`config.mk`:
```
export PLATFORM = sky130hd
export DESIGN_NAME = cpu_register_set
export DESIGN_NICKNAME = d
export VERILOG_FILES = /design/src/cpu_regs_pkg.sv /design/src/cpu_flag_unit.sv /design/src/cpu_register_set.sv
export VERILOG_INCLUDE_DIRS = /design/src
export SDC_FILE = /design/constraint.sdc
export NUM_CORES = 1
export LEC_CHECK = 0
export ABC_CLOCK_PERIOD_IN_PS = 17200
export BUFFER_PORTS_ARGS = -buffer_cell sky130_fd_sc_hd__buf_2
export CELL_PAD_IN_SITES_DETAIL_PLACEMENT = 1
export CELL_PAD_IN_SITES_GLOBAL_PLACEMENT = 1
export CORE_MARGIN = 5
export CORE_UTILIZATION = 40
export DETAILED_ROUTE_END_ITERATION = 10
export GPL_TIMING_DRIVEN = 0
export PLACE_DENSITY = 0.82
export SLEW_MARGIN = 20
export SYNTH_ARGS = -nofsm -noshare
export SYNTH_HDL_FRONTEND = slang
export SYNTH_SLANG_ARGS = --single-unit
```
`constraint.sdc`:
```
create_clock -name core_clk -period 17.2 [get_ports core_clk]
set_input_delay 3.44 -clock core_clk [delete_from_list [all_inputs] [get_ports core_clk]]
set_output_delay 3.44 -clock core_clk [all_outputs]
set_load 0.005 [all_outputs]
```
`src/cpu_regs_params.svh`:
```
// constants for the cpu register set: register indices, flag bit positions
// assumes: included by bare name from the flag unit, the register file, the monitor and the bench
`ifndef CPU_REGS_PARAMS_SVH
`define CPU_REGS_PARAMS_SVH

// register indices on the plain software port (word per index)
`define IDX_GP_DATA_0 4'h0
`define IDX_GP_DATA_1 4'h1
`define IDX_GP_DATA_2 4'h2
`define IDX_GP_DATA_3 4'h3
`define IDX_ADDR_PTR_0 4'h4
`define IDX_ADDR_PTR_1 4'h5
`define IDX_FRAME_BASE 4'h6
`define IDX_VECTOR_TABLE_BASE 4'h7
`define IDX_NEXT_INSTR_ADDR 4'h8
`define IDX_USER_STACK_PTR 4'h9
`define IDX_IRQ_STACK_PTR 4'hA
`define IDX_STATIC_BASE 4'hB
`define IDX_CPU_FLAGS 4'hC
`define IDX_ACTIVE_SP 4'hD

// flag register bit positions
`define FLG_CARRY 0
`define FLG_TRACE 1
`define FLG_ZERO 2
`define FLG_SIGN 3
`define FLG_BANK 4
`define FLG_WRAP 5
`define FLG_IEN 6
`define FLG_STACK 7
`define FLG_IPL_LO 8
`define FLG_IPL_HI 10

// flag reset value: all 11 bits are live in this implementation
`define FLG_RESET 11'h000
`define TRAP_LAST 6'h1F
`define SEL_HIGH 2'h2
`define SEL_LOW 2'h1
`define SEL_WORD 2'h0

`endif

```
`src/cpu_regs_pkg.sv`:
```
// types for the cpu register set
// assumes: nothing beyond the params header
package cpu_regs_pkg;
    // byte lane selection of a data register write
    typedef enum logic [1:0] {
        lane_word = 2'b00,
        lane_low = 2'b01,
        lane_high = 2'b10
    } lane_sel_t;
endpackage

```
`src/cpu_flag_unit.sv`:
```
// condition flag and interrupt gate logic for the cpu flag register
// assumes: same clock as the register file; inputs come from the datapath and the software port
`timescale 1ns/1ps
`default_nettype none
`include "cpu_regs_params.svh"
module cpu_flag_unit
    import cpu_regs_pkg::*;
(
    input wire logic core_clk,
    input wire logic rst,
    input wire logic sw_wr,
    input wire logic [10:0] sw_wdata,
    input wire logic alu_done,
    input wire logic alu_carry,
    input wire logic alu_zero,
    input wire logic alu_neg,
    input wire logic alu_ovf,
    input wire logic hw_irq_ack,
    input wire logic sw_trap_ack,
    input wire logic [5:0] sw_trap_num,
    input wire logic [2:0] irq_req_level,
    output logic [10:0] flags_q,
    output logic irq_accept
);
    logic [10:0] flags_d;
    wire logic low_trap = sw_trap_ack && (sw_trap_num <= `TRAP_LAST);

    // ========================================
    // next flag value
    // software write first, then alu result, then acknowledge side effects
    always_comb begin
        flags_d = flags_q;
        if (sw_wr) begin
            flags_d = sw_wdata;
        end
        if (alu_done) begin // end of instruction, visible next
            flags_d[`FLG_CARRY] = alu_carry;
            flags_d[`FLG_ZERO] = alu_zero;
            flags_d[`FLG_SIGN] = alu_neg;
            flags_d[`FLG_WRAP] = alu_ovf;
        end
        if (hw_irq_ack || sw_trap_ack) begin
            flags_d[`FLG_IEN] = 1'b0;
        end
        if (hw_irq_ack || low_trap) begin
            flags_d[`FLG_STACK] = 1'b0;
        end
    end

    // flag storage
    always_ff @(posedge core_clk or posedge rst) begin
        if (rst) begin
            flags_q <= `FLG_RESET;
        end else begin
            flags_q <= flags_d;
        end
    end

    // maskable request accepted only when gated on and above the level
    assign irq_accept = flags_q[`FLG_IEN]
        && (irq_req_level > flags_q[`FLG_IPL_HI:`FLG_IPL_LO]);
endmodule // cpu_flag_unit
`default_nettype wire

```
`src/cpu_register_set.sv`:
```
// cpu core register set: data, address, base, pc, stack pointers and flags
// assumes: one core clock; datapath and software port in the same domain
//
// Overview of operation
// - four 16-bit general data registers
// - data registers split into 8-bit halves
// - third/first and fourth/second pair to 32
// - two address registers, pairable to 32 bits
// - 16-bit frame base register
// - 20-bit vector table base register
// - 20-bit program counter, next instruction
// - user and interrupt stack pointers, select bit
// - interrupt or low trap clears stack select
// - 16-bit static base register
// - flag register is 11 bits
// - carry flag captures carry, borrow, shift-out
// - zero flag set on zero result
// - sign flag set on negative result
// - bank bit picks register bank 0 or 1
// - overflow flag set on overflow
// - interrupt gate blocks maskable interrupts when 0
// - any acknowledge clears interrupt gate
// - 3-bit level, accept only higher priority
// - reserved bits write 0, read any
//
// Local design decisions: strobed register access and the register offsets.
`timescale 1ns/1ps
`default_nettype none
`include "cpu_regs_params.svh"
module cpu_register_set
    import cpu_regs_pkg::*;
#(
    parameter int DATA_W = 16,
    parameter int WIDE_W = 20
) (
    input wire logic core_clk,
    input wire logic rst,
    // software register port
    input wire logic [3:0] reg_addr,
    input wire logic [31:0] reg_wdata,
    input wire logic reg_wr,
    input wire logic reg_rd,
    output logic [31:0] reg_rdata,
    // datapath write ports for data, address, pc and stack pointer registers
    input wire logic dp_data_wr,
    input wire logic [1:0] dp_data_idx,
    input wire lane_sel_t dp_data_lane,
    input wire logic [DATA_W-1:0] dp_data_val,
    input wire logic dp_wide_wr,
    input wire logic dp_wide_hi,
    input wire logic [2*DATA_W-1:0] dp_wide_val,
    input wire logic dp_addr_wr,
    input wire logic dp_addr_idx,
    input wire logic [DATA_W-1:0] dp_addr_val,
    input wire logic dp_addr_pair_wr,
    input wire logic [2*DATA_W-1:0] dp_addr_pair_val,
    input wire logic dp_pc_wr,
    input wire logic [WIDE_W-1:0] dp_pc_val,
    input wire logic dp_sp_wr,
    input wire logic [DATA_W-1:0] dp_sp_val,
    // flag sources
    input wire logic alu_done,
    input wire logic alu_carry,
    input wire logic alu_zero,
    input wire logic alu_neg,
    input wire logic alu_ovf,
    input wire logic hw_irq_ack,
    input wire logic sw_trap_ack,
    input wire logic [5:0] sw_trap_num,
    input wire logic [2:0] irq_req_level,
    // views toward the datapath
    output logic [1:0] dp_rd_idx_unused_low,
    output logic [2*DATA_W-1:0] wide_data_lo_pair,
    output logic [2*DATA_W-1:0] wide_data_hi_pair,
    output logic [2*DATA_W-1:0] wide_addr_pair,
    output logic [7:0] gp_data_0_high,
    output logic [7:0] gp_data_0_low,
    output logic [DATA_W-1:0] active_stack_ptr,
    output logic [DATA_W-1:0] frame_base,
    output logic [DATA_W-1:0] static_base,
    output logic [WIDE_W-1:0] vector_table_base,
    output logic [WIDE_W-1:0] next_instr_addr,
    output logic [10:0] cpu_flags,
    output logic regset_select,
    output logic irq_accept
);
    // ========================================
    // storage: two banks of four data registers and two address registers
    logic [DATA_W-1:0] gp_q [2][4];
    logic [DATA_W-1:0] ap_q [2][2];
    logic [DATA_W-1:0] frame_base_q;
    logic [DATA_W-1:0] static_base_q;
    logic [DATA_W-1:0] user_sp_q;
    logic [DATA_W-1:0] irq_sp_q;
    logic [WIDE_W-1:0] vtb_q;
    logic [WIDE_W-1:0] pc_q;
    logic [31:0] rdata_q;
    logic [10:0] flags_q;

    // ========================================
    // decode of the software port
    wire logic bank = flags_q[`FLG_BANK];
    wire logic use_user_sp = flags_q[`FLG_STACK];
    wire logic sw_gp = reg_wr && (reg_addr <= `IDX_GP_DATA_3);
    wire logic sw_ap0 = reg_wr && (reg_addr == `IDX_ADDR_PTR_0);
    wire logic sw_ap1 = reg_wr && (reg_addr == `IDX_ADDR_PTR_1);
    wire logic sw_fb = reg_wr && (reg_addr == `IDX_FRAME_BASE);
    wire logic sw_vtb = reg_wr && (reg_addr == `IDX_VECTOR_TABLE_BASE);
    wire logic sw_pc = reg_wr && (reg_addr == `IDX_NEXT_INSTR_ADDR);
    wire logic sw_usp = reg_wr && (reg_addr == `IDX_USER_STACK_PTR);
    wire logic sw_isp = reg_wr && (reg_addr == `IDX_IRQ_STACK_PTR);
    wire logic sw_sb = reg_wr && (reg_addr == `IDX_STATIC_BASE);
    wire logic sw_flg = reg_wr && (reg_addr == `IDX_CPU_FLAGS);
    // datapath stack write goes to whichever pointer is selected
    wire logic dp_usp = dp_sp_wr && use_user_sp;
    wire logic dp_isp = dp_sp_wr && !use_user_sp;

    // ========================================
    // data registers: per register, word, byte or pair write
    // datapath wins over software so an instruction result is never lost
    generate
        for (genvar i = 0; i < 4; i++) begin : g_gp
            wire logic dp_hit = dp_data_wr && (dp_data_idx == 2'(i));
            // pair low word lands in gp0/gp1, high word in gp2/gp3
            wire logic wide_hit = dp_wide_wr && (dp_wide_hi == 1'(i % 2));
            wire logic [DATA_W-1:0] wide_word =
                (i >= 2) ? dp_wide_val[2*DATA_W-1:DATA_W] : dp_wide_val[DATA_W-1:0];
            logic [DATA_W-1:0] nxt;
            always_comb begin
                nxt = gp_q[bank][i];
                if (sw_gp && (reg_addr[1:0] == 2'(i))) begin
                    nxt = reg_wdata[DATA_W-1:0];
                end
                if (wide_hit) begin
                    nxt = wide_word;
                end else if (dp_hit) begin
                    case (dp_data_lane)
                        lane_low: nxt[7:0] = dp_data_val[7:0];
                        lane_high: nxt[15:8] = dp_data_val[7:0];
                        default: nxt = dp_data_val;
                    endcase
                end
            end
            // only the selected bank is written; constant bank indices keep each
            // element owned by exactly one process across the generate copies
            always_ff @(posedge core_clk or posedge rst) begin
                if (rst) begin
                    gp_q[0][i] <= '0;
                    gp_q[1][i] <= '0;
                end else if (bank) begin
                    gp_q[1][i] <= nxt;
                end else begin
                    gp_q[0][i] <= nxt;
                end
            end
        end
    endgenerate

    // ========================================
    // address registers, single or as one 32-bit pair
    logic [DATA_W-1:0] ap0_d;
    logic [DATA_W-1:0] ap1_d;
    always_comb begin
        ap0_d = sw_ap0 ? reg_wdata[DATA_W-1:0] : ap_q[bank][0];
        ap1_d = sw_ap1 ? reg_wdata[DATA_W-1:0] : ap_q[bank][1];
        if (dp_addr_pair_wr) begin
            ap0_d = dp_addr_pair_val[DATA_W-1:0];
            ap1_d = dp_addr_pair_val[2*DATA_W-1:DATA_W];
        end else if (dp_addr_wr && !dp_addr_idx) begin
            ap0_d = dp_addr_val;
        end else if (dp_addr_wr && dp_addr_idx) begin
            ap1_d = dp_addr_val;
        end
    end

    // address register storage
    always_ff @(posedge core_clk or posedge rst) begin
        if (rst) begin
            ap_q[0][0] <= '0;
            ap_q[0][1] <= '0;
            ap_q[1][0] <= '0;
            ap_q[1][1] <= '0;
        end else begin
            ap_q[bank][0] <= ap0_d;
            ap_q[bank][1] <= ap1_d;
        end
    end

    // ========================================
    // base registers, pc and stack pointers
    always_ff @(posedge core_clk or posedge rst) begin
        if (rst) begin
            frame_base_q <= '0;
            static_base_q <= '0;
            vtb_q <= '0;
            pc_q <= '0;
            user_sp_q <= '0;
            irq_sp_q <= '0;
        end else begin
            if (sw_fb) frame_base_q <= reg_wdata[DATA_W-1:0];
            if (sw_sb) static_base_q <= reg_wdata[DATA_W-1:0];
            if (sw_vtb) vtb_q <= reg_wdata[WIDE_W-1:0];
            if (dp_pc_wr) pc_q <= dp_pc_val;
            else if (sw_pc) pc_q <= reg_wdata[WIDE_W-1:0];
            if (dp_usp) user_sp_q <= dp_sp_val;
            else if (sw_usp) user_sp_q <= reg_wdata[DATA_W-1:0];
            if (dp_isp) irq_sp_q <= dp_sp_val;
            else if (sw_isp) irq_sp_q <= reg_wdata[DATA_W-1:0];
        end
    end

    // ========================================
    // flag register and interrupt gating
    // trace bit is stored as written; software is expected to keep it 0
    cpu_flag_unit u_flags (
        .core_clk(core_clk),
        .rst(rst),
        .sw_wr(sw_flg),
        .sw_wdata(reg_wdata[10:0]),
        .alu_done(alu_done),
        .alu_carry(alu_carry),
        .alu_zero(alu_zero),
        .alu_neg(alu_neg),
        .alu_ovf(alu_ovf),
        .hw_irq_ack(hw_irq_ack),
        .sw_trap_ack(sw_trap_ack),
        .sw_trap_num(sw_trap_num),
        .irq_req_level(irq_req_level),
        .flags_q(flags_q),
        .irq_accept(irq_accept)
    );

    // ========================================
    // read mux, data one cycle after the read strobe
    logic [31:0] rd_mux;
    always_comb begin
        rd_mux = 32'h0000_0000;
        if (reg_addr <= `IDX_GP_DATA_3) rd_mux[DATA_W-1:0] = gp_q[bank][reg_addr[1:0]];
        else if (reg_addr == `IDX_ADDR_PTR_0) rd_mux[DATA_W-1:0] = ap_q[bank][0];
        else if (reg_addr == `IDX_ADDR_PTR_1) rd_mux[DATA_W-1:0] = ap_q[bank][1];
        else if (reg_addr == `IDX_FRAME_BASE) rd_mux[DATA_W-1:0] = frame_base_q;
        else if (reg_addr == `IDX_VECTOR_TABLE_BASE) rd_mux[WIDE_W-1:0] = vtb_q;
        else if (reg_addr == `IDX_NEXT_INSTR_ADDR) rd_mux[WIDE_W-1:0] = pc_q;
        else if (reg_addr == `IDX_USER_STACK_PTR) rd_mux[DATA_W-1:0] = user_sp_q;
        else if (reg_addr == `IDX_IRQ_STACK_PTR) rd_mux[DATA_W-1:0] = irq_sp_q;
        else if (reg_addr == `IDX_STATIC_BASE) rd_mux[DATA_W-1:0] = static_base_q;
        else if (reg_addr == `IDX_CPU_FLAGS) rd_mux[10:0] = flags_q;
        else if (reg_addr == `IDX_ACTIVE_SP) rd_mux[DATA_W-1:0] = active_stack_ptr;
    end

    // read data register; unmapped indices return zero
    always_ff @(posedge core_clk or posedge rst) begin
        if (rst) begin
            rdata_q <= 32'h0000_0000;
        end else if (reg_rd) begin
            rdata_q <= rd_mux;
        end
    end

    // ========================================
    // views toward the datapath
    assign reg_rdata = rdata_q;
    assign wide_data_lo_pair = {gp_q[bank][2], gp_q[bank][0]};
    assign wide_data_hi_pair = {gp_q[bank][3], gp_q[bank][1]};
    assign wide_addr_pair = {ap_q[bank][1], ap_q[bank][0]};
    assign gp_data_0_high = gp_q[bank][0][15:8];
    assign gp_data_0_low = gp_q[bank][0][7:0];
    assign active_stack_ptr = use_user_sp ? user_sp_q : irq_sp_q;
    assign frame_base = frame_base_q;
    assign static_base = static_base_q;
    assign vector_table_base = vtb_q;
    assign next_instr_addr = pc_q;
    assign cpu_flags = flags_q;
    assign regset_select = bank;
    assign dp_rd_idx_unused_low = 2'h0;
endmodule // cpu_register_set
`default_nettype wire

```
After elaboration in Yosys (flattened, before gate mapping)
Cells that the tools add are included.
{ "totals": {"word_cells": 161, "reg_bits": 327, "memories": 0, "latch_bits": 0, "out_inout_bits": 247, "ramBits": 0, "mem_bits_ro": 0} }
{ "op_classes": {"multipliers": 0, "bitwise": 3, "n_addsub": 0, "n_shift": 0, "n_eq_ne": 18, "n_reduce_logical": 39, "magnitude_cmp": 6, "n_mux": 72, "n_div": 0} }
{ "ops": {"columns": ["cell", "n"], "rows": [
  ["16-bit two-way mux", 36],
  ["64-bit two-way mux", 3],
  ["64-bit bitwise mux", 2],
  ["32-bit two-way mux", 4],
  ["32-bit demux with 1-bit select", 2],
  ["8-bit one-hot mux with 2 select lines", 4],
  ["20-bit two-way mux", 3],
  ["8-bit two-way mux", 5],
  ["16-bit binary-select mux with 2-bit select", 1],
  ["1-bit logical AND", 27],
  ["4-bit == test (second input constant)", 6],
  ["4-bit two-way mux", 5],
  ["4-bit by 3-bit == test with 1-bit output (second input constant)", 4],
  ["2-bit nonzero test", 6],
  ["11-bit two-way mux", 1],
  ["2-bit == test (second input constant)", 5],
  ["2-bit by 1-bit == test with 1-bit output (second input constant)", 3],
  ["6-bit by 5-bit <= comparator with 1-bit output (second input constant)", 1],
  ["5-bit two-way mux", 1],
  ["4-bit by 2-bit <= comparator with 1-bit output (second input constant)", 1],
  ["2-bit zero test", 2],
  ["1-bit two-way mux", 4],
  ["3-bit >= comparator (second input constant)", 1],
  ["3-bit greater-than comparator", 1],
  ["other kinds (8)", 10]
]} }

Depth between registers and ports, before layout
{ "depth": {"ltp_word": 12, "ltp_mapped": 9} }

Cells and area by module
From an unflattened synthesis, not the netlist that was laid out.
{ "hier_totals": {"hier_cells": 2186, "hier_area_um2": 20713.6} }
{ "by_module_without_submodules": {"columns": ["module", "seq_area_each_um2", "n_inst", "cells_per_inst", "area_each_um2"], "rows": [
  ["cpu_register_set", 7907.6, 1, 2138, 20176.9],
  ["cpu_flag_unit", 275.3, 1, 48, 536.8]
]} }

Worst setup path after synthesis
Ideal clock, no wire load.
{ "synth_path": {"path_kind": "in2out", "startpoint": "input port irq_req_level[1]", "endpoint": "output port irq_accept", "required_ns": 13.760, "stages": 4, "path_slack_ns": 9.704, "arrival_ns": 4.056, "path_cell_list": "ha_1 -> nor2b_1 -> o21ai_0 -> a21oi_1"} }
{ "synth_via": {"elab_chain_cells": 2} }
{ "synth_rtl": {"columns": ["item", "line", "source"], "rows": [
  ["from (decl)", "cpu_register_set.sv:70", "input wire logic [2:0] irq_req_level,"],
  ["3-bit greater-than comparator", "cpu_flag_unit.sv:61", "&& (irq_req_level > flags_q[`FLG_IPL_HI:`FLG_IPL_LO]);"],
  ["1-bit logical AND", "cpu_flag_unit.sv:60", "assign irq_accept = flags_q[`FLG_IEN]"],
  ["to (decl)", "cpu_register_set.sv:85", "output logic irq_accept"]
]} }
No other way between the ends.

Final worst setup path
Ends and elaborated chain as after synthesis.

==> flow_summary_export.csv <==
group,metric,value,unit
status,status,"finished clean",
clock_network,insertion_delay,0.59,ns
sta,rsz0062_at_grt,"no",
clock_network,clock-root-buffer,"clkbuf_16",
global_routing,antenna_found_initial,7,
global_routing,grt.total_usage,0.382,
floorplanning,io_pins,447,
worst_setup_path,r2r_cells,8,
floorplanning,fp.dieW,235,µm
clock_network,cts_sinks,327,
logic_synthesis,synth_edf_count,0,
clock_network,clk_pin_slew,0.06,ns
global_routing,grt_pass1_vias,22900,
worst_hold_path,holdCritStartpoint,"ap_q[49]",
clock_network,post_cts_buffers,0,
power,peakVddDrop,0.0824,mV
global_routing,grt_max_degree,105,
global_routing,grt_overflow,0,
final_layout,nNetsFinal,2870,
worst_setup_path,cp.buffers_inverters,2,
worst_setup_path,reg2reg_to,"gp_q[80]",
worst_hold_path,min_path_type,"register to register",
sta,finalSetupViolCount,0,
floorplanning,dieArea,55400,µm²
sta,fin_crit,7.77,ns
routing,route.detailed.drc,0,
logic_synthesis,syn_avg_cell_area,9.26,µm²
floorplanning,die_y,235,µm
worst_setup_path,timing.rr.start,"u_flags.flags_q[4]",
routing,wl_per_cell,32.8,µm
worst_hold_path,min_to,"ap_q[49]",
global_routing,grt_pass1_wl,159,mm
worst_hold_path,whs_path_depth,2,
worst_setup_path,critical_path_class,"input port to output pin",
worst_setup_path,crit_path_start_kind,"input port",
placed_design,port_buffers,413,
routing,ant_nets,0,
worst_setup_path,cpMostUsedCell,"buf_2",
logic_synthesis,synthArstFlopShare,1.00,
final_layout,nFillCells,5944,
routing,first_iter_violations,2720,
placed_design,hpwl,84.9,mm
worst_setup_path,cp_slowest_cell,"ha_1",
logic_synthesis,seq_area_frac_synth,0.403,
final_layout,seq_area,8180,µm²
worst_setup_path,rrSetupSlack,14.40,ns
sta,maxSlewViolCount,0,
logic_synthesis,syn-cell-area,20300,µm²
sta,slew_headroom,0.251,
worst_setup_path,cp_max_fo,2,
clock_network,cts_resized,0,
final_layout,area_growth_syn_to_layout,21.0,%
final_layout,multi_input_area,10600,µm²
final_layout,drive_gt1_frac,0.297,
logic_synthesis,ys_seq_elements,327,
placed_design,routabilityCongestion,0.994,
routing,num_vias,21600,
logic_synthesis,ys_types,72,
worst_setup_path,slowest_delay,0.29,ns
sta,tns,0,ns
floorplanning,fp-row-count,82,
worst_setup_path,cp.arrival,4.33,ns
floorplanning,initial_utilization,0.405,
clock_network,cts_max_level,2,
floorplanning,coreArea,50200,µm²
routing,dr.pass1.iters,5,
logic_synthesis,syn_inst,2195,
flow_run,drv_cap,0,
clock_network,cts_tree,"yes",
worst_setup_path,critPathTopFamily,"adder cells",
worst_setup_path,required,13.76,ns
sta,hold_viol,0,
sta,finalCritPeriodShare,0.452,
logic_synthesis,yosys_warnings,0,
clock_network,cts_buffers,39,
worst_setup_path,crit_path_end_kind,"output pin",
sta,hold_slack,0.484,ns
logic_synthesis,ys.flop_type,"dfrtp_1",
sta,max_freq,129,MHz
sta,tightest_slew,1.12,ns
worst_setup_path,path_cells,"buf_2, ha_1, nor2b_1, o21ai_0, a21oi_1, buf_2",
clock_network,clock_path_buffers,3,
power,p_leak,11.2,nW
clock_network,hold_buffers,0,
power,powerDensity,149,nW/µm²
routing,avgViaCountPerCell,6.42,
sta,finClkSkew,0.0318,ns
routing,drt_wl_total,110,mm
synth_stat cells (17+ instances only):
library cell / number / area share
o311ai_1: 49 / 0.021
o21ai_0: 63 / 0.016
nor2_1: 84 / 0.016
buf_4: 49 / 0.018
buf_2: 69 / 0.017
mux2i_1: 178 / 0.088
o31ai_1: 50 / 0.018
nor3_1: 106 / 0.026
inv_1: 109 / 0.020
a21oi_1: 215 / 0.053
clkbuf_1: 99 / 0.018
mux4_2: 27 / 0.030
nand2_1: 182 / 0.034
dfrtp_1: 327 / 0.40
o21ai_1: 223 / 0.055
mux2_2: 154 / 0.085
mux2_1: 17 / 0.0094
cells in the final DEF, fill, tap and decap left out, types with 12 or more instances in the layout:
master and count:
o311ai_1 49, inv_1 108, mux2i_1 178, buf_1 16
nand2_1 182, a21oi_1 215, nor3_1 106, nor2_1 84
mux2_2 154, buf_2 482, mux2_1 17, o21ai_1 223
o21ai_0 63, dfrtp_1 327, clkbuf_1 104, nor2b_1 12
clkbuf_16 39, o31ai_1 50, conb_1 14, mux4_2 27
buf_4 49
registers in the layout, summed over array words and instances (netlist names), 20 cells and up:
register and count:
next_instr_addr 20, ap_q 64, vector_table_base 20, gp_q 128, reg_rdata 20
stage by stage:
| stage | cell area [µm²] | setup WS [ns] | utilization | std cells | power, mW |
|---|---|---|---|---|---|
| floorplan | 20400 | 4.71 | - | 2208 | 2.05 |
| global placement | 23300 | 1.12 | 0.464 | 3293 | 2.73 |
| detailed placement | 23400 | 9.42 | 0.466 | 3296 | 2.80 |
| CTS | 24600 | 9.42 | 0.490 | 3362 | 3.62 |
| global route | 24600 | 9.38 | 0.490 | 3362 | 3.80 |
| finish | 24600 | 9.43 | 0.490 | 3365 | 3.67 |
logic make-up after synthesis:
| kind of cell | after synthesis | share of synthesized area |
|---|---|---|
| other | 1 | 0.000185 |
| flip-flops | 327 | 0.403 |
| buffers and inverters | 351 | 0.0804 |
| multiplexers | 376 | 0.212 |
| AND/OR/NAND/NOR | 453 | 0.104 |
| AO/OA/AOI/OAI | 682 | 0.197 |
| adder cells (fa/ha/maj) | 5 | 0.00308 |
routing by layer:
layer / vias to the layer above / share of wire / global-route usage
met5: - / 0.00030 / 0
met4: 4 / 0.064 / 0.202
met3: 374 / 0.11 / 0.0990
met2: 1449 / 0.45 / 0.594
met1: 10900 / 0.38 / 0.489
li1: 8827 / - / -
where the power goes:
| part | leakage [nW] | total, mW | switching, mW | internal (mW) |
|---|---|---|---|---|
| logic | 6.70 | 1.60 | 0.964 | 0.637 |
| registers | 3.86 | 1.25 | 0.215 | 1.03 |
| clock network | 0.598 | 0.821 | 0.359 | 0.462 |
| total | 11.2 | 3.67 | 1.54 | 2.13 |
worst min-delay path: cells and delay by family (launching register included):
kind             cells  cell delay, ns
AND/OR/NAND/NOR      1            0.05
AO/OA/AOI/OAI        1            0.06
flip-flops           1            0.34
cell type report:
type | count | area share
inverters | 111 | 0.0172
well taps | 672 | 0.0342
multi-input cells | 1530 | 0.429
diodes | 3 | 0.000305
flip-flops and latches | 327 | 0.333
clock inverters | 11 | 0.00270
clock buffers | 55 | 0.0466
plain buffers | 240 | 0.0495
repair buffers | 416 | 0.0874
worst max path at each step:
stage,startpoint,end,cells after the start
2_1_floorplan,rst,ap_q[0],1
3_3_place_gp,rst,next_instr_addr[8],2
3_5_place_dp,irq_req_level[1],irq_accept,6
4_1_cts,irq_req_level[1],irq_accept,6
5_1_grt,irq_req_level[1],irq_accept,6
6_report,irq_req_level[1],irq_accept,6
No activity file was read; power rests on OpenSTA's default activity.
